File: src/common/scs_defines.svh
// Constants of the stage chain supervisor: offsets, fields, resets, times.
// Assumes inclusion by bare name from common/.
`ifndef SCS_DEFINES_SVH
`define SCS_DEFINES_SVH

// Clock rate and times
`define SCS_CLK_MHZ       20
`define SCS_STAGE_TO_US   10
`define SCS_STAGE_TO_CYC  (`SCS_STAGE_TO_US * `SCS_CLK_MHZ)
`define SCS_WD_TO_US      500
`define SCS_WD_TO_CYC     (`SCS_WD_TO_US * `SCS_CLK_MHZ)

// Register offsets
`define SCS_ADDR_CTRL     4'h0
`define SCS_ADDR_STATUS   4'h1
`define SCS_ADDR_MASK     4'h2
`define SCS_ADDR_STATE    4'h3
`define SCS_ADDR_DISCARD  4'h4
`define SCS_ADDR_CALGAIN  4'h5

// Control fields
`define SCS_CTRL_RUN      0
`define SCS_CTRL_CLR      1

// Status and mask fields
`define SCS_EV_DONE       0
`define SCS_EV_STALL      1
`define SCS_EV_WDOG       2
`define SCS_EV_PWR        3
`define SCS_EV_CALOK      4
`define SCS_EV_CALBAD     5
`define SCS_EV_NUM        6

// Reset values
`define SCS_MASK_RST      6'h00
`define SCS_SYNC_RST      3'h1

// Calibration word: header, division, gain, even parity
`define SCS_CAL_HDR       4'hA
`define SCS_CAL_GAIN_W    9

`endif

File: src/common/scs_pkg.sv
// Types shared by the stage chain supervisor.
// Assumes no other package.
package scs_pkg;

   // Chain sequencer states
   typedef enum logic [1:0] {
      SCS_IDLE,
      SCS_WAIT,
      SCS_HALT
   } scs_chain_e;

endpackage : scs_pkg

File: src/rtl/scs_stage_chain.sv
// Stage chain supervisor: sequences stages, watches them, gates calibration.
// Assumes stages and the calibration source run on clk; panel pins do not.
//
// The address map and the strobed register port were decided locally.
`timescale 1ns/1ps
`default_nettype none
`include "scs_defines.svh"

module scs_stage_chain #(
   parameter int unsigned NUM_STAGES = 4,
   parameter int unsigned DATA_W     = 16,
   parameter int unsigned SAFE_FIRST = 1,
   parameter int unsigned STAGE_CYC  = `SCS_STAGE_TO_CYC,
   parameter int unsigned WD_TIMEOUT = `SCS_WD_TO_CYC,
   parameter logic [1:0]  DIVISION   = 2'h0
) (
   // Clock and reset
   input  wire logic                         clk,
   input  wire logic                         reset_n,
   // Register port
   input  wire logic [3:0]                   regAddr,
   input  wire logic [15:0]                  regWdata,
   input  wire logic                         regWr,
   input  wire logic                         regRd,
   output logic      [15:0]                  regRdata,
   // Stage chain
   output logic      [NUM_STAGES-1:0]        stageStart,
   output logic      [DATA_W-1:0]            stageDin,
   input  wire logic [NUM_STAGES-1:0]        stageDone,
   input  wire logic [NUM_STAGES*DATA_W-1:0] stageDout,
   // Panel and power pins
   input  wire logic                         powerGood,
   input  wire logic                         manualInop,
   input  wire logic                         operatorAccept,
   // Calibration input from the nonsafety side
   input  wire logic                         calValid,
   input  wire logic [15:0]                  calWord,
   output logic      [`SCS_CAL_GAIN_W-1:0]   calGain,
   output logic                              calLoad,
   // Outbound one-way link
   output logic                              txValid,
   output logic      [DATA_W+1:0]            txData,
   // Status
   output logic                              inoperable,
   output logic                              tripOut,
   output logic                              alert,
   output logic                              irq
);
   import scs_pkg::*;

   localparam int IW = $clog2(NUM_STAGES);

   typedef struct packed {
      scs_chain_e                 fsm;
      logic [IW-1:0]              idx;
      logic [15:0]                timer;
      logic [NUM_STAGES-1:0]      start;
      logic [DATA_W-1:0]          din;
      logic                       kick;
      logic                       txValid;
      logic [DATA_W+1:0]          txData;
      logic [2:0]                 sync1;
      logic [2:0]                 sync2;
      logic                       accPrev;
      logic                       run;
      logic                       stallFlt;
      logic                       stallSafe;
      logic [IW-1:0]              stallIdx;
      logic                       pwrFlt;
      logic                       wdFlt;
      logic                       inop;
      logic                       trip;
      logic                       alert;
      logic [`SCS_EV_NUM-1:0]     status;
      logic [`SCS_EV_NUM-1:0]     mask;
      logic                       irq;
      logic                       calPend;
      logic [`SCS_CAL_GAIN_W-1:0] calBuf;
      logic [`SCS_CAL_GAIN_W-1:0] gain;
      logic                       calLoad;
      logic [7:0]                 discards;
      logic [15:0]                rdata;
   } scs_state_s;

   scs_state_s s;
   scs_state_s n;
   logic [1:0] wdExp;

   // Two watchdogs, both kicked by a completed chain
   genvar g;
   generate
      for (g = 0; g < 2; g++) begin : gWatch
         scs_watchdog #(
            .TIMEOUT (WD_TIMEOUT)
         ) uWatch (
            .clk     (clk),
            .reset_n (reset_n),
            .enable  (s.run),
            .kick    (s.kick),
            .expired (wdExp[g])
         );
      end
   endgenerate

   // Next-state logic
   always_comb begin
      logic [`SCS_EV_NUM-1:0] ev;
      logic [DATA_W-1:0]      dout;
      logic                   clr;
      logic                   pwrLoss;
      logic                   stallSet;
      logic                   fmtOk;
      logic                   acceptEdge;
      logic                   inopMan;
      n          = s;
      ev         = '0;
      dout       = stageDout[s.idx*DATA_W +: DATA_W];
      clr        = regWr && (regAddr == `SCS_ADDR_CTRL)
                   && regWdata[`SCS_CTRL_CLR];
      pwrLoss    = ~s.sync2[0];
      stallSet   = 1'b0;
      inopMan    = s.sync2[1];
      acceptEdge = s.sync2[2] & ~s.accPrev;
      fmtOk      = (calWord[15:12] == `SCS_CAL_HDR)
                   && (calWord[11:10] == DIVISION) && ~^calWord;

      // Pin synchronisers: power, manual inop, accept
      n.sync1   = {operatorAccept, manualInop, powerGood};
      n.sync2   = s.sync1;
      n.accPrev = s.sync2[2];

      // Software control
      if (regWr && regAddr == `SCS_ADDR_CTRL) begin
         n.run = regWdata[`SCS_CTRL_RUN];
      end
      if (regWr && regAddr == `SCS_ADDR_MASK) begin
         n.mask = regWdata[`SCS_EV_NUM-1:0];
      end

      // Chain sequencer
      n.start   = '0;
      n.kick    = 1'b0;
      n.txValid = 1'b0;
      case (s.fsm)
         SCS_IDLE: begin
            n.timer = '0;
            if (s.run && !s.stallFlt && !s.pwrFlt && !s.wdFlt) begin
               n.fsm   = SCS_WAIT;
               n.idx   = '0;
               n.start = NUM_STAGES'(1);
               n.din   = '0;
            end
         end
         SCS_WAIT: begin
            if (pwrLoss) begin
               n.fsm = SCS_HALT;
            end else if (stageDone[s.idx]) begin
               n.timer = '0;
               if (s.idx == IW'(NUM_STAGES - 1)) begin
                  n.kick   = 1'b1;
                  n.txValid = 1'b1;
                  n.txData = {DIVISION, dout};
                  ev[`SCS_EV_DONE] = 1'b1;
                  n.fsm    = SCS_IDLE;
               end else begin
                  n.idx   = s.idx + IW'(1);
                  n.start = NUM_STAGES'(1) << (s.idx + IW'(1));
                  n.din   = dout;
               end
            end else if (s.timer == 16'(STAGE_CYC - 1)) begin
               stallSet   = 1'b1;
               n.stallIdx = s.idx;
               n.fsm      = SCS_HALT;
            end else begin
               n.timer = s.timer + 16'h0001;
            end
         end
         SCS_HALT: begin
            if (clr) begin
               n.fsm = SCS_IDLE;
            end
         end
         default: begin
            n.fsm = SCS_IDLE;
         end
      endcase

      // Fault latches, set wins over clear
      n.stallFlt  = (s.stallFlt & ~clr) | stallSet;
      n.stallSafe = (s.stallSafe & ~clr)
                    | (stallSet && (32'(s.idx) >= SAFE_FIRST));
      n.pwrFlt    = (s.pwrFlt & ~clr) | pwrLoss;
      n.wdFlt     = (s.wdFlt & ~clr) | (|wdExp);
      ev[`SCS_EV_STALL] = stallSet;
      ev[`SCS_EV_WDOG]  = (|wdExp) & ~s.wdFlt;
      ev[`SCS_EV_PWR]   = pwrLoss & ~s.pwrFlt;

      // Calibration gate
      n.calLoad = 1'b0;
      if (!inopMan) begin
         n.calPend = 1'b0;
      end
      if (calValid) begin
         if (fmtOk && inopMan) begin
            n.calPend = 1'b1;
            n.calBuf  = calWord[`SCS_CAL_GAIN_W:1];
         end else begin
            n.discards = s.discards + 8'h01;
            ev[`SCS_EV_CALBAD] = 1'b1;
         end
      end
      if (s.calPend && inopMan && acceptEdge) begin
         n.gain    = s.calBuf;
         n.calLoad = 1'b1;
         n.calPend = 1'b0;
         ev[`SCS_EV_CALOK] = 1'b1;
      end

      // Status outputs
      n.inop  = n.stallSafe | n.pwrFlt | n.wdFlt | inopMan;
      n.trip  = n.inop;
      n.alert = n.stallFlt | n.pwrFlt | n.wdFlt;

      // Sticky events, cleared by reading status
      if (regRd && regAddr == `SCS_ADDR_STATUS) begin
         n.status = ev;
      end else begin
         n.status = s.status | ev;
      end
      n.irq = |(n.status & n.mask);

      // Read data, valid the cycle after the strobe
      n.rdata = '0;
      if (regRd) begin
         case (regAddr)
            `SCS_ADDR_CTRL:    n.rdata = 16'({1'b0, s.run});
            `SCS_ADDR_STATUS:  n.rdata = 16'(s.status);
            `SCS_ADDR_MASK:    n.rdata = 16'(s.mask);
            `SCS_ADDR_STATE:   n.rdata = 16'({s.fsm, s.stallIdx, s.inop,
                                  s.wdFlt, s.pwrFlt, s.stallFlt});
            `SCS_ADDR_DISCARD: n.rdata = 16'(s.discards);
            `SCS_ADDR_CALGAIN: n.rdata = 16'(s.gain);
            default:           n.rdata = '0;
         endcase
      end
   end

   // State register
   always_ff @(posedge clk or negedge reset_n) begin
      if (!reset_n) begin
         s       <= '0;
         s.fsm   <= SCS_IDLE;
         s.sync1 <= `SCS_SYNC_RST;
         s.sync2 <= `SCS_SYNC_RST;
         s.mask  <= `SCS_MASK_RST;
      end else begin
         s <= n;
      end
   end

   // Outputs straight from flops
   assign regRdata   = s.rdata;
   assign stageStart = s.start;
   assign stageDin   = s.din;
   assign txValid    = s.txValid;
   assign txData     = s.txData;
   assign calGain    = s.gain;
   assign calLoad    = s.calLoad;
   assign inoperable = s.inop;
   assign tripOut    = s.trip;
   assign alert      = s.alert;
   assign irq        = s.irq;

   // Checks
   a_start_after_done: assert property (
      @(posedge clk) disable iff (!reset_n)
      (|stageStart && !stageStart[0]) |-> $past(|stageDone))
      else $error("stage started without a handoff");

   a_kick_on_last: assert property (
      @(posedge clk) disable iff (!reset_n)
      s.kick |-> $past(stageDone[NUM_STAGES-1]) && $past(s.fsm) == SCS_WAIT)
      else $error("watchdog kicked before chain end");

   a_halt_no_start: assert property (
      @(posedge clk) disable iff (!reset_n)
      (s.fsm == SCS_HALT) |-> (stageStart == '0) ##1 (stageStart == '0))
      else $error("stage started after a stall");

   a_safe_stall_inop: assert property (
      @(posedge clk) disable iff (!reset_n)
      ($rose(s.stallFlt) && 32'(s.stallIdx) >= SAFE_FIRST)
      |-> inoperable && tripOut)
      else $error("safety stall did not mark inoperable");

   a_power_trip: assert property (
      @(posedge clk) disable iff (!reset_n)
      (!powerGood [*3]) |-> ##[0:1] (inoperable && tripOut))
      else $error("power loss without trip");

   a_fault_alert: assert property (
      @(posedge clk) disable iff (!reset_n)
      (s.stallFlt || s.pwrFlt || s.wdFlt) |-> alert)
      else $error("fault without operator alert");

   a_alert_hold: assert property (
      @(posedge clk) disable iff (!reset_n)
      $fell(alert) |-> $past(regWr && regAddr == `SCS_ADDR_CTRL
                             && regWdata[`SCS_CTRL_CLR]))
      else $error("operator alert dropped without a clear");

   a_tx_division: assert property (
      @(posedge clk) disable iff (!reset_n)
      txValid |-> (txData[DATA_W+1:DATA_W] == DIVISION) && $past(s.fsm)
      == SCS_WAIT)
      else $error("frame carries foreign division");

   a_cal_gate: assert property (
      @(posedge clk) disable iff (!reset_n)
      calLoad |-> $past(s.sync2[1]) && $past(s.calPend))
      else $error("calibration loaded without manual inop");

   a_bad_discard: assert property (
      @(posedge clk) disable iff (!reset_n)
      (calValid && (calWord[15:12] != `SCS_CAL_HDR))
      |=> s.discards == 8'($past(s.discards) + 8'h01) && !calLoad)
      else $error("malformed calibration word not discarded");

   a_wd_inop: assert property (
      @(posedge clk) disable iff (!reset_n)
      (|wdExp) |=> inoperable ##1 inoperable)
      else $error("watchdog timeout without inoperable");

   c_chain_done: cover property (
      @(posedge clk) disable iff (!reset_n) s.kick);
   c_stall: cover property (
      @(posedge clk) disable iff (!reset_n) $rose(s.stallFlt));
   c_cal_load: cover property (
      @(posedge clk) disable iff (!reset_n) calLoad);
   c_irq: cover property (
      @(posedge clk) disable iff (!reset_n) $rose(irq));

endmodule : scs_stage_chain
`default_nettype wire

File: src/rtl/scs_watchdog.sv
// Retriggerable watchdog timer: expires when not kicked in time.
// Assumes kick is a one-cycle pulse on the same clock.
`timescale 1ns/1ps
`default_nettype none
`include "scs_defines.svh"

module scs_watchdog #(
   parameter int unsigned TIMEOUT = `SCS_WD_TO_CYC
) (
   // Clock and reset
   input  wire logic clk,
   input  wire logic reset_n,
   // Control
   input  wire logic enable,
   input  wire logic kick,
   // Result
   output logic      expired
);
   import scs_pkg::*;

   typedef struct packed {
      logic [23:0] count;
      logic        expired;
   } scs_wd_s;

   scs_wd_s wdReg;
   scs_wd_s wdNext;

   // Count up while enabled, restart on kick
   always_comb begin
      wdNext = wdReg;
      if (kick || !enable) begin
         wdNext.count   = '0;
         wdNext.expired = 1'b0;
      end else if (wdReg.count == 24'(TIMEOUT - 1)) begin
         wdNext.expired = 1'b1;
      end else begin
         wdNext.count = wdReg.count + 24'h000001;
      end
   end

   // State register
   always_ff @(posedge clk or negedge reset_n) begin
      if (!reset_n) begin
         wdReg <= '0;
      end else begin
         wdReg <= wdNext;
      end
   end

   assign expired = wdReg.expired;

endmodule : scs_watchdog
`default_nettype wire

File: config.mk
export PLATFORM = sky130hd
export DESIGN_NAME = scs_stage_chain
export DESIGN_NICKNAME = d
export VERILOG_FILES = /design/src/common/scs_pkg.sv /design/src/rtl/scs_stage_chain.sv /design/src/rtl/scs_watchdog.sv
export VERILOG_INCLUDE_DIRS = /design/src /design/src/common
export SDC_FILE = /design/constraint.sdc
export NUM_CORES = 1
export LEC_CHECK = 0
export BUFFER_PORTS_ARGS = -buffer_cell sky130_fd_sc_hd__buf_4
export CAP_MARGIN = 20
export CORE_ASPECT_RATIO = 0.75
export CORE_MARGIN = 4
export CORE_UTILIZATION = 58
export CTS_BUF_LIST = sky130_fd_sc_hd__clkbuf_8
export CTS_CLUSTER_SIZE = 25
export DETAILED_ROUTE_END_ITERATION = 8
export GPL_ROUTABILITY_DRIVEN = 0
export HOLD_SLACK_MARGIN = 0.1
export PLACE_DENSITY_LB_ADDON = 0.12
export RECOVER_POWER = 100
export SLEW_MARGIN = 15
export SYNTH_ARGS = -nofsm -noshare
export SYNTH_HDL_FRONTEND = slang
export SYNTH_HIERARCHICAL = 1
export SYNTH_SLANG_ARGS = --single-unit
File: constraint.sdc
create_clock -name clk -period 3.3 [get_ports clk]
set_clock_uncertainty 0.2 [all_clocks]
set_input_delay 0.33 -clock clk [delete_from_list [all_inputs] [get_ports clk]]
set_output_delay 0.33 -clock clk [all_outputs]
set_load 0.02 [all_outputs]
==> impl_metrics.yaml <==
clocking:
  htree_num_levels: 4
  clk_path_buf_depth: 2
  path_clk_slew_ns: 0.10
  root_buffer: "clkbuf_8"
  cts_setup_buffers: 0
  cts_tree: "built"
  cts_inserted_buffers: 17
  clk_latency_ns: 0.46
  cts.sink_count: 173
power:
  p_leak_uw: 0.00472
  power_density_nw_per_um2: 415
  irDropWorstVdd_mv: 0.252
synthesis:
  postSynthCellCount: 862
  async_reset_ff_frac: 1.00
  synth_flop_cell: "dfrtp_1"
  synth.avg_cell_area_um2: 10.6
  ys_seq_area_frac: 0.472
  synth_seq_cells: 173
  yosysUniqueCellTypes: 75
  syn_area_um2: 9170
  yosys_warnings: 6
  synth-edff-count: 0
grt:
  grt_pass1_wl_um: 35600
  first_global_vias: 7174
  gr-total-overflow: 0
  grt_antenna_before_repair: 0
  grt_usage: 0.245
  grt_start_max_net_pins: 79
setup_path:
  r2r_slack_ns: 0.42
  crit_arrival_ns: 3.04
  cp-startpoint: "calWord[3]"
  endpoint: "s[17]$_DFFE_PN0P_"
  crit_type: "input pin to register"
  crit-reg2reg-launch: "s[68]$_DFF_PN1_"
  timing.rr.end: "txData[0]$_DFFE_PN0P_"
  worstRegToRegCells: 5
  cp_max_fo: 9
  worst_ep_required_time_ns: 3.45
  crit_path_end_kind: "register"
  cp-start-kind: "input pin"
timing:
  period_share: 0.877
  slew_violations: 78
  slew-limit-headroom: -0.363
  finalCriticalPeriod_ns: 2.89
  rsz0062_at_grt: "false"
  final_hold_viol_count: 0
  tns_ns: 0
  tightestPinTransition_ns: 2.04
  setup_viol: 0
  fmax_ghz: 0.346
die:
  die-area_um2: 17900
  start_util: 0.596
  rows: 39
  core_area_um2: 15400
  die_x_um: 153
  ioPinCount: 181
  die_h_um: 117
routing:
  drc: 0
  avgRoutedWirePerCell_um: 17.8
  vias: 7135
  ant_nets: 0
  dr.pass1.iters: 6
  viasPerCell: 5.93
  finalWirelength_um: 21500
  drt_iter0_markers: 422
cells_and_area:
  stdcell_count: 1204
  fin_nets: 1109
  utilization: 0.680
  area_growth_pct: 13.9
  layout-drive-gt1-share: 0.206
  antenna-diode-count: 0
  design_area_um2: 10400
min_path:
  hp-class: "input pin to register"
job:
  drv_cap: 1
placement:
  placed_cells: 1145
  placed_cell_area_um2: 10100
  dpl.hpwl_um: 15900
  io_buffers: 161
outcome:
  outcome: "complete, but fails checks"
  violations: "max-capacitance violations, max-slew violations"
[routing by layer]
layer  wire, um  vias to the layer above  GRT usage
met5          0                        -          0
met4        227                        0     0.0510
met3       1440                       17     0.0636
met2      10800                      249      0.421
met1       8980                     3541      0.321
li1           -                     3328          -
[where the power goes]
group,leakage (uW),internal (uW),switching [uW]
combinational,0.00220,294,314
clock,0.000182,546,825
sequential,0.00234,2230,126
[critical path, stage by stage]
cell and delay [ns]:
dlygate4sd3_1 0.53, buf_4 0.14, xor2_1 0.15, xnor3_1 0.45, xnor2_1 0.71, o21ai_0 0.37
mux2_2 0.36
[cells by family (layout without fill, tap and decap cells)]
logic type / Yosys count / count (layout) / share of synthesized area
other: 1 / 9 / 0.000409
flip-flops: 173 / 173 / 0.472
buffers and inverters: 134 / 263 / 0.0852
adder cells (fa/ha/maj): 11 / 11 / 0.0150
AND/OR/NAND/NOR: 296 / 296 / 0.179
XOR/XNOR: 31 / 31 / 0.0349
multiplexers: 68 / 68 / 0.105
AO/OA/AOI/OAI: 148 / 148 / 0.108
[flip-flops by register name, indices dropped and copies added, names as in the netlist]
name / flops
irq: 1
calGain: 9
s: 61
stageStart: 4
gWatch.uWatch/wdReg: 48
calLoad: 1
n: 4
stageDin: 16
regRdata: 9
gWatch.uWatch/expired: 2
tripOut: 1
alert: 1
txData: 16
[how the worst min path moves through the flow]
stage	from	to	slack [ns]	cells after the start
final	stageDout[59]	txData[11]$_DFFE_PN0P_	0.14	3
after global routing	stageDout[10]	txData[10]$_DFFE_PN0P_	0.11	3
after CTS	stageDout[11]	txData[11]$_DFFE_PN0P_	0.11	3
after detailed placement	n[70]$_DFF_PN0_	n[67]$_DFF_PN0_	0.14	0
after global placement	n[70]$_DFF_PN0_	n[67]$_DFF_PN0_	0.13	0
after floorplan	reset_n	alert$_DFF_PN0_	-0.17	0
[Yosys cell counts, types with 8 or more instances]
cell type,number,area (um^2)
dfrtp_1,171,4280
nand2_1,70,263
buf_4,65,488
nand3_1,53,265
mux2_2,39,439
o21ai_0,36,180
nor2_1,35,131
inv_1,34,128
a21oi_1,26,130
clkbuf_1,23,86.3
nand4_1,21,131
o31ai_1,20,150
nor4_1,18,113
mux4_2,17,383
xnor2_1,17,149
and3_1,14,87.6
or4_1,14,105
a21o_1,13,97.6
or3_1,12,75.1
ha_1,11,138
mux2i_1,10,100
xor2_1,10,87.6
nor3_1,9,45.0
nor2b_1,8,50.1
[cell type report]
type,count,area [um^2]
clock buffer,17,234
clock inverter,15,126
fill,1184,4920
inverter,34,128
multi-input combinational,563,4060
sequential,173,4330
tap,205,256
timing repair buffer,197,1310
[what timing repair did]
action                                 CTS  global route
resized for setup                        0             0
hold buffers                            27             0
endpoints found under the hold margin   97             0
[cells in the final DEF (no fill, tap or decap), drive strengths merged, types with 4 or more instances in the layout]
cell / synthesis / layout
a211o: 4 / 4
a21o: 13 / 13
a21oi: 26 / 26
a22oi: 6 / 6
a31oi: 5 / 5
and2: 4 / 4
and3: 18 / 18
and4: 8 / 8
buf: 74 / 100
clkbuf: 26 / 87
clkinv: 0 / 4
conb: 1 / 9
dfrtp: 171 / 171
dlygate4sd3: 0 / 27
ha: 11 / 11
inv: 34 / 43
mux2: 40 / 40
mux2i: 10 / 10
mux4: 18 / 18
nand2: 71 / 71
nand2b: 5 / 5
nand3: 54 / 54
nand3b: 5 / 5
nand4: 22 / 22
nor2: 35 / 35
nor2b: 8 / 8
nor3: 10 / 10
nor4: 18 / 18
o2111ai: 4 / 4
o21a: 4 / 4
o21ai: 36 / 36
o22a: 5 / 5
o31ai: 20 / 20
or3: 14 / 14
or4: 14 / 14
xnor2: 18 / 18
xor2: 10 / 10
[metrics by stage]
stage	hold WS (ns)	total power (uW)	worst slack (ns)
5_1_grt	0.106	4560	0.257
3_3_place_gp	0.134	2960	0.535
3_5_place_dp	0.137	3000	0.494
2_1_floorplan	-0.166	2740	0.816
4_1_cts	0.110	4400	0.657
6_report	0.137	4340	0.406
(Power assumes the default switching activity.)
